--- src/rtl/fthi_defs.vh ---
// Constants for the framer TDM highway interface: register map, fields, reset values, timing.
`ifndef FTHI_DEFS_VH
`define FTHI_DEFS_VH

`define FTHI_AW 8
`define FTHI_A_STUFF 8'h00
`define FTHI_A_SLIP 8'h04
`define FTHI_A_HCTL 8'h08
`define FTHI_A_TXEXT 8'h0c
`define FTHI_A_RXEXT 8'h10
`define FTHI_A_EDGE 8'h14
`define FTHI_A_TXDAT 8'h18
`define FTHI_A_RXDAT 8'h1c
`define FTHI_A_TXEN 8'h20
`define FTHI_A_RXEN 8'h24
`define FTHI_A_LIDLE 8'h28
`define FTHI_A_SIDLE 8'h2c

`define FTHI_B_DS1 7
`define FTHI_B_SLIP_REP 6
`define FTHI_B_SLIP_DROP 7
`define FTHI_B_HIGHWAY_ENABLE 7
`define FTHI_B_MASTER 4
`define FTHI_B_DTS 1
`define FTHI_B_PORTB 2
`define FTHI_B_TXSYNC 3
`define FTHI_B_RXSYNC 7
`define FTHI_B_DEDGE 6

`define FTHI_RST_STUFF 8'h84
`define FTHI_RST_CTL 8'h00
`define FTHI_RST_EN 32'hffffffff
`define FTHI_RST_IDLE 8'hff

`define FTHI_DS1_LAST 5'd23
`define FTHI_CEPT_LAST 5'd31
`define FTHI_DS1_LINE_TERM 8'd192
`define FTHI_CEPT_LINE_TERM 8'd255
`define FTHI_BASE_FRAME_BITS 12'd256
`define FTHI_SLOTS 32
`define FTHI_RESP_OK 2'b00
`define FTHI_RESP_ERR 2'b10

`endif

--- src/rtl/fthi_top.v ---
// Framer TDM highway interface: AXI4-Lite registers, elastic stores and highway serial ports.
`timescale 1ns/1ps
`include "fthi_defs.vh"
module fthi_top (
  input wire clk_i,
  input wire sys_rst_i,
  input wire [7:0] s_axi_awaddr,
  input wire s_axi_awvalid,
  output wire s_axi_awready,
  input wire [31:0] s_axi_wdata,
  input wire [3:0] s_axi_wstrb,
  input wire s_axi_wvalid,
  output wire s_axi_wready,
  output reg [1:0] s_axi_bresp,
  output reg s_axi_bvalid,
  input wire s_axi_bready,
  input wire [7:0] s_axi_araddr,
  input wire s_axi_arvalid,
  output wire s_axi_arready,
  output reg [31:0] s_axi_rdata,
  output reg [1:0] s_axi_rresp,
  output reg s_axi_rvalid,
  input wire s_axi_rready,
  input wire highway_clk_i,
  input wire highway_frame_sync_i,
  output reg highway_frame_sync_o,
  output wire highway_frame_sync_oe_o,
  output reg tx_highway_data_a_o,
  output reg tx_highway_data_a_oe_o,
  output reg tx_highway_data_b_o,
  output reg tx_highway_data_b_oe_o,
  input wire rx_highway_data_a_i,
  input wire rx_highway_data_b_i,
  input wire rx_line_clk_i,
  input wire [7:0] rx_line_byte_i,
  input wire [4:0] rx_line_slot_i,
  input wire rx_line_byte_valid_i,
  input wire tx_line_req_i,
  input wire [4:0] tx_line_slot_i,
  output reg [7:0] tx_line_byte_o
);
  // ---------------------------------------------------------------
  // Registers
  // ---------------------------------------------------------------
  reg [7:0] stuff_r, slip_r, hctl_r, txext_r, rxext_r, edge_r, txdat_r, rxdat_r, lidle_r, sidle_r;
  reg [31:0] txen_r, rxen_r;
  reg aw_ok_r, w_ok_r;
  reg [7:0] awaddr_r;
  reg [31:0] wdata_r;
  reg [3:0] wstrb_r;
  wire slip_drop_set, slip_rep_set;

  wire hwy_en = hctl_r[`FTHI_B_HIGHWAY_ENABLE];
  wire master = hctl_r[`FTHI_B_MASTER];
  wire ds1 = stuff_r[`FTHI_B_DS1];
  wire [4:0] line_last = ds1 ? `FTHI_DS1_LAST : `FTHI_CEPT_LAST;

  function [31:0] merge;
    input [31:0] old;
    input [31:0] nw;
    input [3:0] strb;
    integer i;
    begin
      merge = old;
      for (i = 0; i < 4; i = i + 1) begin
        if (strb[i]) merge[i*8 +: 8] = nw[i*8 +: 8];
      end
    end
  endfunction

  // Line slot to highway slot; stuffed slots are skipped over.
  function [4:0] map_slot;
    input [4:0] ln;
    input [2:0] pl;
    input is_ds1;
    reg [4:0] q;
    reg [4:0] rm;
    begin
      q = ln / 5'd3;
      rm = ln - q * 5'd3;
      if (!is_ds1 || pl[2]) map_slot = ln;
      else map_slot = {q[2:0], 2'b00} + rm + {4'd0, (rm[1:0] >= pl[1:0])};
    end
  endfunction

  function is_stuffed;
    input [4:0] s;
    input [2:0] pl;
    input is_ds1;
    begin
      if (!is_ds1) is_stuffed = 1'b0;
      else if (!pl[2]) is_stuffed = (s[1:0] == pl[1:0]);
      else is_stuffed = (s >= 5'd24);
    end
  endfunction

  // ---------------------------------------------------------------
  // AXI4-Lite slave
  // ---------------------------------------------------------------
  assign s_axi_awready = !aw_ok_r && !s_axi_bvalid;
  assign s_axi_wready = !w_ok_r && !s_axi_bvalid;
  assign s_axi_arready = !s_axi_rvalid;
  wire do_wr = aw_ok_r && w_ok_r && !s_axi_bvalid;
  wire do_rd = s_axi_arvalid && !s_axi_rvalid;

  reg [31:0] rd_mux;
  reg rd_hit;
  always @* begin
    rd_mux = 32'h0;
    rd_hit = 1'b1;
    if (s_axi_araddr == `FTHI_A_STUFF) rd_mux = {24'h0, stuff_r};
    else if (s_axi_araddr == `FTHI_A_SLIP) rd_mux = {24'h0, slip_r};
    else if (s_axi_araddr == `FTHI_A_HCTL) rd_mux = {24'h0, hctl_r};
    else if (s_axi_araddr == `FTHI_A_TXEXT) rd_mux = {24'h0, txext_r};
    else if (s_axi_araddr == `FTHI_A_RXEXT) rd_mux = {24'h0, rxext_r};
    else if (s_axi_araddr == `FTHI_A_EDGE) rd_mux = {24'h0, edge_r};
    else if (s_axi_araddr == `FTHI_A_TXDAT) rd_mux = {24'h0, txdat_r};
    else if (s_axi_araddr == `FTHI_A_RXDAT) rd_mux = {24'h0, rxdat_r};
    else if (s_axi_araddr == `FTHI_A_TXEN) rd_mux = txen_r;
    else if (s_axi_araddr == `FTHI_A_RXEN) rd_mux = rxen_r;
    else if (s_axi_araddr == `FTHI_A_LIDLE) rd_mux = {24'h0, lidle_r};
    else if (s_axi_araddr == `FTHI_A_SIDLE) rd_mux = {24'h0, sidle_r};
    else rd_hit = 1'b0;
  end

  wire [31:0] wm = merge(32'h0, wdata_r, wstrb_r);
  wire wb0 = wstrb_r[0];
  wire slip_rd = do_rd && (s_axi_araddr == `FTHI_A_SLIP);

  always @(posedge clk_i) begin
    if (sys_rst_i) begin
      aw_ok_r <= 1'b0;
      w_ok_r <= 1'b0;
      awaddr_r <= 8'h00;
      wdata_r <= 32'h0;
      wstrb_r <= 4'h0;
      s_axi_bvalid <= 1'b0;
      s_axi_bresp <= `FTHI_RESP_OK;
      s_axi_rvalid <= 1'b0;
      s_axi_rresp <= `FTHI_RESP_OK;
      s_axi_rdata <= 32'h0;
      stuff_r <= `FTHI_RST_STUFF;
      hctl_r <= `FTHI_RST_CTL;
      txext_r <= `FTHI_RST_CTL;
      rxext_r <= `FTHI_RST_CTL;
      edge_r <= `FTHI_RST_CTL;
      txdat_r <= `FTHI_RST_CTL;
      rxdat_r <= `FTHI_RST_CTL;
      txen_r <= `FTHI_RST_EN;
      rxen_r <= `FTHI_RST_EN;
      lidle_r <= `FTHI_RST_IDLE;
      sidle_r <= `FTHI_RST_IDLE;
      slip_r <= 8'h00;
    end else begin
      if (s_axi_awvalid && s_axi_awready) begin
        aw_ok_r <= 1'b1;
        awaddr_r <= s_axi_awaddr;
      end
      if (s_axi_wvalid && s_axi_wready) begin
        w_ok_r <= 1'b1;
        wdata_r <= s_axi_wdata;
        wstrb_r <= s_axi_wstrb;
      end
      if (do_wr) begin
        aw_ok_r <= 1'b0;
        w_ok_r <= 1'b0;
        s_axi_bvalid <= 1'b1;
        s_axi_bresp <= `FTHI_RESP_OK;
        if (awaddr_r == `FTHI_A_STUFF) begin
          if (wb0) stuff_r <= wm[7:0];
        end else if (awaddr_r == `FTHI_A_HCTL) begin
          if (wb0) hctl_r <= wm[7:0];
        end else if (awaddr_r == `FTHI_A_TXEXT) begin
          if (wb0) txext_r <= wm[7:0];
        end else if (awaddr_r == `FTHI_A_RXEXT) begin
          if (wb0) rxext_r <= wm[7:0];
        end else if (awaddr_r == `FTHI_A_EDGE) begin
          if (wb0) edge_r <= wm[7:0];
        end else if (awaddr_r == `FTHI_A_TXDAT) begin
          if (wb0) txdat_r <= wm[7:0];
        end else if (awaddr_r == `FTHI_A_RXDAT) begin
          if (wb0) rxdat_r <= wm[7:0];
        end else if (awaddr_r == `FTHI_A_TXEN) begin
          txen_r <= merge(txen_r, wdata_r, wstrb_r);
        end else if (awaddr_r == `FTHI_A_RXEN) begin
          rxen_r <= merge(rxen_r, wdata_r, wstrb_r);
        end else if (awaddr_r == `FTHI_A_LIDLE) begin
          if (wb0) lidle_r <= wm[7:0];
        end else if (awaddr_r == `FTHI_A_SIDLE) begin
          if (wb0) sidle_r <= wm[7:0];
        end else if (awaddr_r != `FTHI_A_SLIP) begin
          s_axi_bresp <= `FTHI_RESP_ERR;
        end
      end else if (s_axi_bvalid && s_axi_bready) begin
        s_axi_bvalid <= 1'b0;
      end
      if (do_rd) begin
        s_axi_rvalid <= 1'b1;
        s_axi_rdata <= rd_mux;
        s_axi_rresp <= rd_hit ? `FTHI_RESP_OK : `FTHI_RESP_ERR;
      end else if (s_axi_rvalid && s_axi_rready) begin
        s_axi_rvalid <= 1'b0;
      end
      // A slip that lands in the reading cycle survives the clear.
      slip_r[`FTHI_B_SLIP_DROP] <= slip_drop_set | (slip_r[`FTHI_B_SLIP_DROP] & !slip_rd);
      slip_r[`FTHI_B_SLIP_REP] <= slip_rep_set | (slip_r[`FTHI_B_SLIP_REP] & !slip_rd);
    end
  end

  // ---------------------------------------------------------------
  // Pin sampling and edge detection
  // ---------------------------------------------------------------
  wire [4:0] pins_s;
  fthi_sync #(.W(5)) u_sync (
    .clk_i(clk_i),
    .sys_rst_i(sys_rst_i),
    .async_i({rx_line_clk_i, rx_highway_data_b_i, rx_highway_data_a_i, highway_frame_sync_i, highway_clk_i}),
    .sync_o(pins_s)
  );
  reg hclk_d_r, lclk_d_r;
  wire h_rise = pins_s[0] && !hclk_d_r;
  wire h_fall = !pins_s[0] && hclk_d_r;
  wire l_rise = pins_s[4] && !lclk_d_r;

  // ---------------------------------------------------------------
  // Frame sync generation from the received line clock
  // ---------------------------------------------------------------
  reg [7:0] lcnt_r;
  reg fs_arm_r;
  wire [7:0] lterm = ds1 ? `FTHI_DS1_LINE_TERM : `FTHI_CEPT_LINE_TERM;
  wire gen_pulse = l_rise && (lcnt_r == lterm);
  wire fs_opp_edge = edge_r[`FTHI_B_TXSYNC] ? h_fall : h_rise;
  assign highway_frame_sync_oe_o = master;

  always @(posedge clk_i) begin
    if (sys_rst_i) begin
      hclk_d_r <= 1'b0;
      lclk_d_r <= 1'b0;
      lcnt_r <= 8'h00;
      fs_arm_r <= 1'b0;
      highway_frame_sync_o <= 1'b0;
    end else begin
      hclk_d_r <= pins_s[0];
      lclk_d_r <= pins_s[4];
      if (l_rise) lcnt_r <= gen_pulse ? 8'h00 : lcnt_r + 8'h01;
      if (gen_pulse) fs_arm_r <= 1'b1;
      // The strobe changes on the edge opposite the sampling edge so it is centred on it.
      if (fs_opp_edge) begin
        highway_frame_sync_o <= master && fs_arm_r;
        if (!gen_pulse) fs_arm_r <= 1'b0;
      end
    end
  end

  // ---------------------------------------------------------------
  // Output highway: receive elastic store toward the system
  // ---------------------------------------------------------------
  reg [7:0] rxs_mem [0:63];
  reg rxw_half_r, rxr_half_r;
  reg [1:0] rx_fill_r;
  reg [10:0] tpos_r;
  reg tfs_pend_r;
  wire [1:0] t_rate = (hctl_r[3:2] == 2'b11) ? 2'b10 : hctl_r[3:2];
  wire t_dedge = txdat_r[`FTHI_B_DEDGE] ? h_rise : h_fall;
  wire t_sedge = edge_r[`FTHI_B_TXSYNC] ? h_rise : h_fall;
  wire t_fs = master ? highway_frame_sync_o : pins_s[1];
  wire [11:0] t_fbits = `FTHI_BASE_FRAME_BITS << t_rate;
  wire [10:0] t_cur = tfs_pend_r ? 11'd0 : tpos_r;
  wire [11:0] t_off = {txext_r[0], txdat_r[5:0], 3'b000} + {9'd0, edge_r[2:0]};
  wire [11:0] t_diff = {1'b0, t_cur} - t_off;
  wire [11:0] t_eff = t_diff[11] ? t_diff + t_fbits : t_diff;
  wire t_dts = txext_r[`FTHI_B_DTS] && (t_rate != 2'b00);
  wire t_valid = t_dts ? (!t_eff[3] && t_eff[10:9] == 2'b00) : (t_eff[10:8] == 3'b000);
  wire [4:0] t_slot = t_dts ? t_eff[8:4] : t_eff[7:3];
  wire [7:0] t_byte = is_stuffed(t_slot, stuff_r[2:0], ds1) ? sidle_r : rxs_mem[{rxr_half_r, t_slot}];
  wire t_drive = hwy_en && t_valid && txen_r[t_slot];
  wire t_bit = t_byte[3'd7 - t_eff[2:0]];
  wire t_frame_end = t_dedge && (t_eff == t_fbits - 12'd1);
  wire rx_line_end = rx_line_byte_valid_i && (rx_line_slot_i == line_last);
  wire [1:0] fill_now = rx_fill_r + {1'b0, rx_line_end && (rx_fill_r != 2'b11)};
  // Slip decisions are taken only at the highway frame boundary.
  assign slip_rep_set = t_frame_end && (fill_now == 2'b00);
  assign slip_drop_set = t_frame_end && fill_now[1];

  always @(posedge clk_i) begin
    if (sys_rst_i) begin
      rxw_half_r <= 1'b0;
      rxr_half_r <= 1'b1;
      rx_fill_r <= 2'b00;
      tpos_r <= 11'd0;
      tfs_pend_r <= 1'b0;
      tx_highway_data_a_o <= 1'b0;
      tx_highway_data_a_oe_o <= 1'b0;
      tx_highway_data_b_o <= 1'b0;
      tx_highway_data_b_oe_o <= 1'b0;
    end else begin
      if (rx_line_byte_valid_i) begin
        rxs_mem[{rxw_half_r, map_slot(rx_line_slot_i, stuff_r[2:0], ds1)}] <= rx_line_byte_i;
      end
      if (rx_line_end) rxw_half_r <= !rxw_half_r;
      rx_fill_r <= fill_now;
      if (t_sedge && t_fs) tfs_pend_r <= 1'b1;
      if (t_dedge) begin
        tfs_pend_r <= t_sedge && t_fs;
        tpos_r <= (t_cur == t_fbits[10:0] - 11'd1) ? 11'd0 : t_cur + 11'd1;
        tx_highway_data_a_o <= t_bit;
        tx_highway_data_b_o <= t_bit;
        tx_highway_data_a_oe_o <= t_drive && !txext_r[`FTHI_B_PORTB];
        tx_highway_data_b_oe_o <= t_drive && txext_r[`FTHI_B_PORTB];
      end
      // With no new frame the read half is kept and repeated; otherwise the newest frame is read.
      if (t_frame_end && (fill_now != 2'b00)) begin
        rxr_half_r <= rx_line_end ? rxw_half_r : !rxw_half_r;
        rx_fill_r <= 2'b00;
      end
    end
  end

  // ---------------------------------------------------------------
  // Input highway: transmit elastic store toward the line
  // ---------------------------------------------------------------
  reg [7:0] txs_mem [0:63];
  reg txw_half_r, txr_half_r;
  reg [10:0] rpos_r;
  reg rfs_pend_r;
  reg [6:0] rsh_r;
  wire [1:0] r_rate = (rxext_r[4:3] == 2'b11) ? 2'b10 : rxext_r[4:3];
  wire r_dedge = rxdat_r[`FTHI_B_DEDGE] ? h_rise : h_fall;
  wire r_sedge = edge_r[`FTHI_B_RXSYNC] ? h_rise : h_fall;
  wire [11:0] r_fbits = `FTHI_BASE_FRAME_BITS << r_rate;
  wire [10:0] r_cur = rfs_pend_r ? 11'd0 : rpos_r;
  wire [11:0] r_off = {rxext_r[0], rxdat_r[5:0], 3'b000} + {9'd0, edge_r[6:4]};
  wire [11:0] r_diff = {1'b0, r_cur} - r_off;
  wire [11:0] r_eff = r_diff[11] ? r_diff + r_fbits : r_diff;
  wire r_dts = rxext_r[`FTHI_B_DTS] && (r_rate != 2'b00);
  wire r_valid = r_dts ? (!r_eff[3] && r_eff[10:9] == 2'b00) : (r_eff[10:8] == 3'b000);
  wire [4:0] r_slot = r_dts ? r_eff[8:4] : r_eff[7:3];
  wire r_in = rxext_r[`FTHI_B_PORTB] ? pins_s[3] : pins_s[2];
  wire [4:0] tl_sys = map_slot(tx_line_slot_i, stuff_r[2:0], ds1);

  always @(posedge clk_i) begin
    if (sys_rst_i) begin
      txw_half_r <= 1'b0;
      txr_half_r <= 1'b1;
      rpos_r <= 11'd0;
      rfs_pend_r <= 1'b0;
      rsh_r <= 7'd0;
      tx_line_byte_o <= `FTHI_RST_IDLE;
    end else begin
      if (r_sedge && pins_s[1]) rfs_pend_r <= 1'b1;
      if (r_dedge) begin
        rfs_pend_r <= r_sedge && pins_s[1];
        rpos_r <= (r_cur == r_fbits[10:0] - 11'd1) ? 11'd0 : r_cur + 11'd1;
        rsh_r <= {rsh_r[5:0], r_in};
        if (r_valid && hwy_en && r_eff[2:0] == 3'd7) begin
          txs_mem[{txw_half_r, r_slot}] <= {rsh_r, r_in};
        end
        if (r_eff == r_fbits - 12'd1) txw_half_r <= !txw_half_r;
      end
      if (tx_line_req_i) begin
        // Payload toward the line is idle code while the highway or the slot is disabled.
        tx_line_byte_o <= (!hwy_en || !rxen_r[tl_sys]) ? lidle_r : txs_mem[{txr_half_r, tl_sys}];
        if (tx_line_slot_i == line_last) txr_half_r <= !txw_half_r;
      end
    end
  end
endmodule // fthi_top

--- src/rtl/fthi_sync.v ---
// Two flip-flop synchroniser for pins arriving from outside the clock domain.
`timescale 1ns/1ps
module fthi_sync #(
  parameter W = 1
) (
  input wire clk_i,
  input wire sys_rst_i,
  input wire [W-1:0] async_i,
  output wire [W-1:0] sync_o
);
  reg [W-1:0] meta_r;
  reg [W-1:0] sync_r;

  always @(posedge clk_i) begin
    if (sys_rst_i) begin
      meta_r <= {W{1'b0}};
      sync_r <= {W{1'b0}};
    end else begin
      meta_r <= async_i;
      sync_r <= meta_r;
    end
  end

  assign sync_o = sync_r;
endmodule // fthi_sync

--- config.mk ---
export PLATFORM = sky130hd
export DESIGN_NAME = fthi_top
export DESIGN_NICKNAME = d
export VERILOG_FILES = /design/src/rtl/fthi_top.v /design/src/rtl/fthi_sync.v
export VERILOG_INCLUDE_DIRS = /design/src /design/src/rtl
export SDC_FILE = /design/constraint.sdc
export NUM_CORES = 2
export LEC_CHECK = 0
export ABC_AREA = 1
export BUFFER_PORTS_ARGS = -buffer_cell sky130_fd_sc_hd__buf_2
export CAP_MARGIN = 0
export CORE_UTILIZATION = 40
export DETAILED_ROUTE_END_ITERATION = 10
export GPL_TIMING_DRIVEN = 0
export PLACE_DENSITY = 0.65
export SLEW_MARGIN = 20
export SYNTH_ARGS = -nofsm -noshare
export SYNTH_HDL_FRONTEND = slang
export SYNTH_SLANG_ARGS = --single-unit
export TNS_END_PERCENT = 50
--- constraint.sdc ---
create_clock -name clk_i -period 6.9 [get_ports clk_i]
set_input_delay 0 -clock clk_i [delete_from_list [all_inputs] [get_ports clk_i]]
set_output_delay 0 -clock clk_i [all_outputs]
set_load 0.005 [all_outputs]
==> results_dict.tcl <==
set metrics [dict create \
    outcome "finished, final reports clean" \
    cap_viol_max_count 0 \
    track_usage_pct 28.46 \
    slowest_stage "nor2_2" \
    cts.path.max_buffers 3 \
    cp-end-kind "register" \
    grt_pass1_wl_mm 299.0 \
    syn_avg_cell_area_um2 10.04 \
    core_area_mm2 0.1421 \
    ys_ff_latch 1314 \
    arrival_ns 7.19 \
    fin_crit_ns 6.774 \
    nNetsFinal 6277 \
    cp_common_cell "ha_1" \
    synth_area_leaders "edfxtp_1 (54%), dfxtp_1 (10%), nand2_1 (9.5%), nor2_1 (3.9%), nand3_1 (3.8%)" \
    syn-instance-count 5726 \
    yosysWarnings 0 \
    cts_tree "built" \
    drt-initial-drc-count 7663 \
    hold_class "in -> reg" \
    grt_pass1_vias 43040 \
    fin_skew_ns 0.03179 \
    ys_types 55 \
    setup_violations 0 \
    multi_input_area_mm2 0.01845 \
    insertion_delay_ns 0.81 \
    tightest_slew_ns 1.166 \
    post_drt_wl_per_cell_um 26.08 \
    fillers 13080 \
    fp.dieH_um 381.0 \
    portBuffers 135 \
    numCtsBuffers 139 \
    dp.cells 7759 \
    synth-edff-count 1024 \
    drc_errors 0 \
    grt_max_degree 67 \
    clkTransAtPathRegs_ns 0.06 \
    seq_area_mm2 0.03658 \
    syn_area_mm2 0.05746 \
    yosysMostFrequentCell "nand2_1" \
    cts_max_level 4 \
    final_cells 8114 \
    total_leakage_power_nw 24.80 \
    drive_above_1_share_pct 9.160 \
    die_x_um 381.0 \
    relSlewSlack_pct 22.30 \
    setup_slack_ns 0.1261 \
    cts.sinks 1314 \
    pre_cts_slack_ns -0.8808 \
    yosys_most_used_dff "edfxtp_1" \
    dr.pass1.iters 6 \
    io_pins 139 \
    vias 47030 \
    powerDensity_mw_per_mm2 260.6 \
    setup_tns_ns 0 \
    cp_max_fo 8 \
    period_share_pct 98.17 \
    final_max_slew_viol_count 0 \
    cts_root_buf "clkbuf_16" \
    rsz0062_at_grt "true" \
    ant_nets 0 \
    startpoint_type "primary input" \
    critical_path_required_ns 7.31 \
    start_util_pct 40.44 \
    antenna_found_initial 6 \
    async_reset_ff_share_pct 0 \
    crit_type "in -> reg" \
    routed_wl_mm 211.6 \
    gp_congestion 1.008 \
    rows 138 \
    grt_overflow_total 0 \
    yosysSeqAreaShare_pct 63.61 \
    dieArea_mm2 0.1452 \
    synth_area_leader_cell "edfxtp_1" \
    slowest_delay_ns 0.83 \
    design_power_total_mw 17.31 \
    synth_common_cells "nand2_1 (1,455), edfxtp_1 (1,024), nor2_1 (601)" \
    area_delta_synth_final_pct 15.62 \
    vdd_drop_max_mv 0.2677 \
    final-hold-violation-count 0 \
    viasPerCell 5.796 \
    fmax_ghz 0.1476 \
    synth_top_area_share_pct 53.51 \
    hpwl_mm 146.5 \
]
==> logic make-up after synthesis <==
logic type,after synthesis,synth area share (%)
AOI/OAI and AO/OA,1021,10.60
buffers and inverters,672,4.751
DFF,1314,63.61
xor gates and xnor gates,39,0.5944
other,1,0.006526
and+or+nand+nor,2594,18.46
adders and majority gates,85,1.981
==> metrics by stage <==
| step | hold slack, ns | utilization (%) | cell area, µm² |
|---|---|---|---|
| floorplan | 0.09887 | - | 57470 |
| finish | 0.07051 | 46.75 | 66440 |
| global placement | 0.2168 | 42.58 | 60510 |
| CTS | 0.01411 | 46.58 | 66190 |
| detailed placement | 0.2124 | 42.74 | 60730 |
| global route | 0.09848 | 46.75 | 66440 |
==> sequential cells by signal, indices dropped and copies added, names as in the netlist, 11 cells and up <==
signal	count
rxs_mem	512
txs_mem	512
rxen_r	32
s_axi_rdata	32
txen_r	32
wdata_r	32
rpos_r	11
tpos_r	11
==> placed cells by master, fill, tap and decap left out, drive strengths merged, types with 7 or more instances in the layout <==
cell type / instances
nand4: 28
dfxtp: 290
xnor2: 15
nand2: 1467
o221ai: 91
fa: 10
nor3: 32
nand3: 445
clkinvlp: 9
clkbuf: 386
a21oi: 203
o22ai: 60
inv: 353
nor2: 604
clkinv: 51
o211ai: 132
edfxtp: 1024
a211oi: 48
o21a: 7
buf: 267
dlygate4sd3: 96
xor2: 24
ha: 75
o21ai: 459
==> power breakdown <==
part / internal (mW) / total (mW) / switching, mW
combinational: 0.368 / 1.25 / 0.883
sequential: 8.54 / 8.60 / 0.0537
clock: 4.20 / 7.46 / 3.27
total: 13.1 / 17.3 / 4.20
==> path summary, 6_finish.rpt <==
kind                startpoint          endpoint  slack, ns  depth (start not counted)
min reg2reg   u_sync.meta_r[1]  u_sync.sync_o[1]       0.40                          2
min             s_axi_wdata[1]        wdata_r[1]       0.07                          4
max          rx_line_slot_i[3]    rxs_mem[51][1]       0.13                         32
max reg2reg         rfs_pend_r    txs_mem[54][6]       0.98                         22
==> cell type report <==
class / count / share of cell area, %
Clock inverter: 65 / 0.8776
Multi-Input combinational cell: 3741 / 27.77
Inverter: 353 / 1.998
Antenna cell: 1 / 0.003767
Timing Repair Buffer: 240 / 2.716
Buffer: 319 / 2.126
Tap cell: 1890 / 3.559
Clock buffer: 191 / 5.891
Sequential cell: 1314 / 55.06
==> metal layers <==
metal  routed length, µm  GRT usage [%]  vias to the layer above
met5                   0              0                        -
met4                8783          11.32                        0
met3               27020          6.866                      455
met2               89390          41.04                     3180
met1               86400          40.99                    22750
li1                    -              -                    20650
==> repair_timing <==
item                                   in CTS  in global routing
buffers inserted                            0                  2
endpoints found under the hold margin     600                  0
hold buffers                               96                  0
gates resized for setup                     2                 63
cloned                                      0                  0
pin swaps                                   0                  1
setup endpoints to repair                  13                472
==> worst max-delay path: cells and delay by family <==
kind | cells | cell delay [ns]
and+or+nand+nor | 9 | 2.56
adders and majority gates | 8 | 2.10
AOI/OAI and AO/OA | 9 | 1.81
xor gates and xnor gates | 2 | 0.36
buffers and inverters | 4 | 0.34
Power figures use the tool's default switching activity.
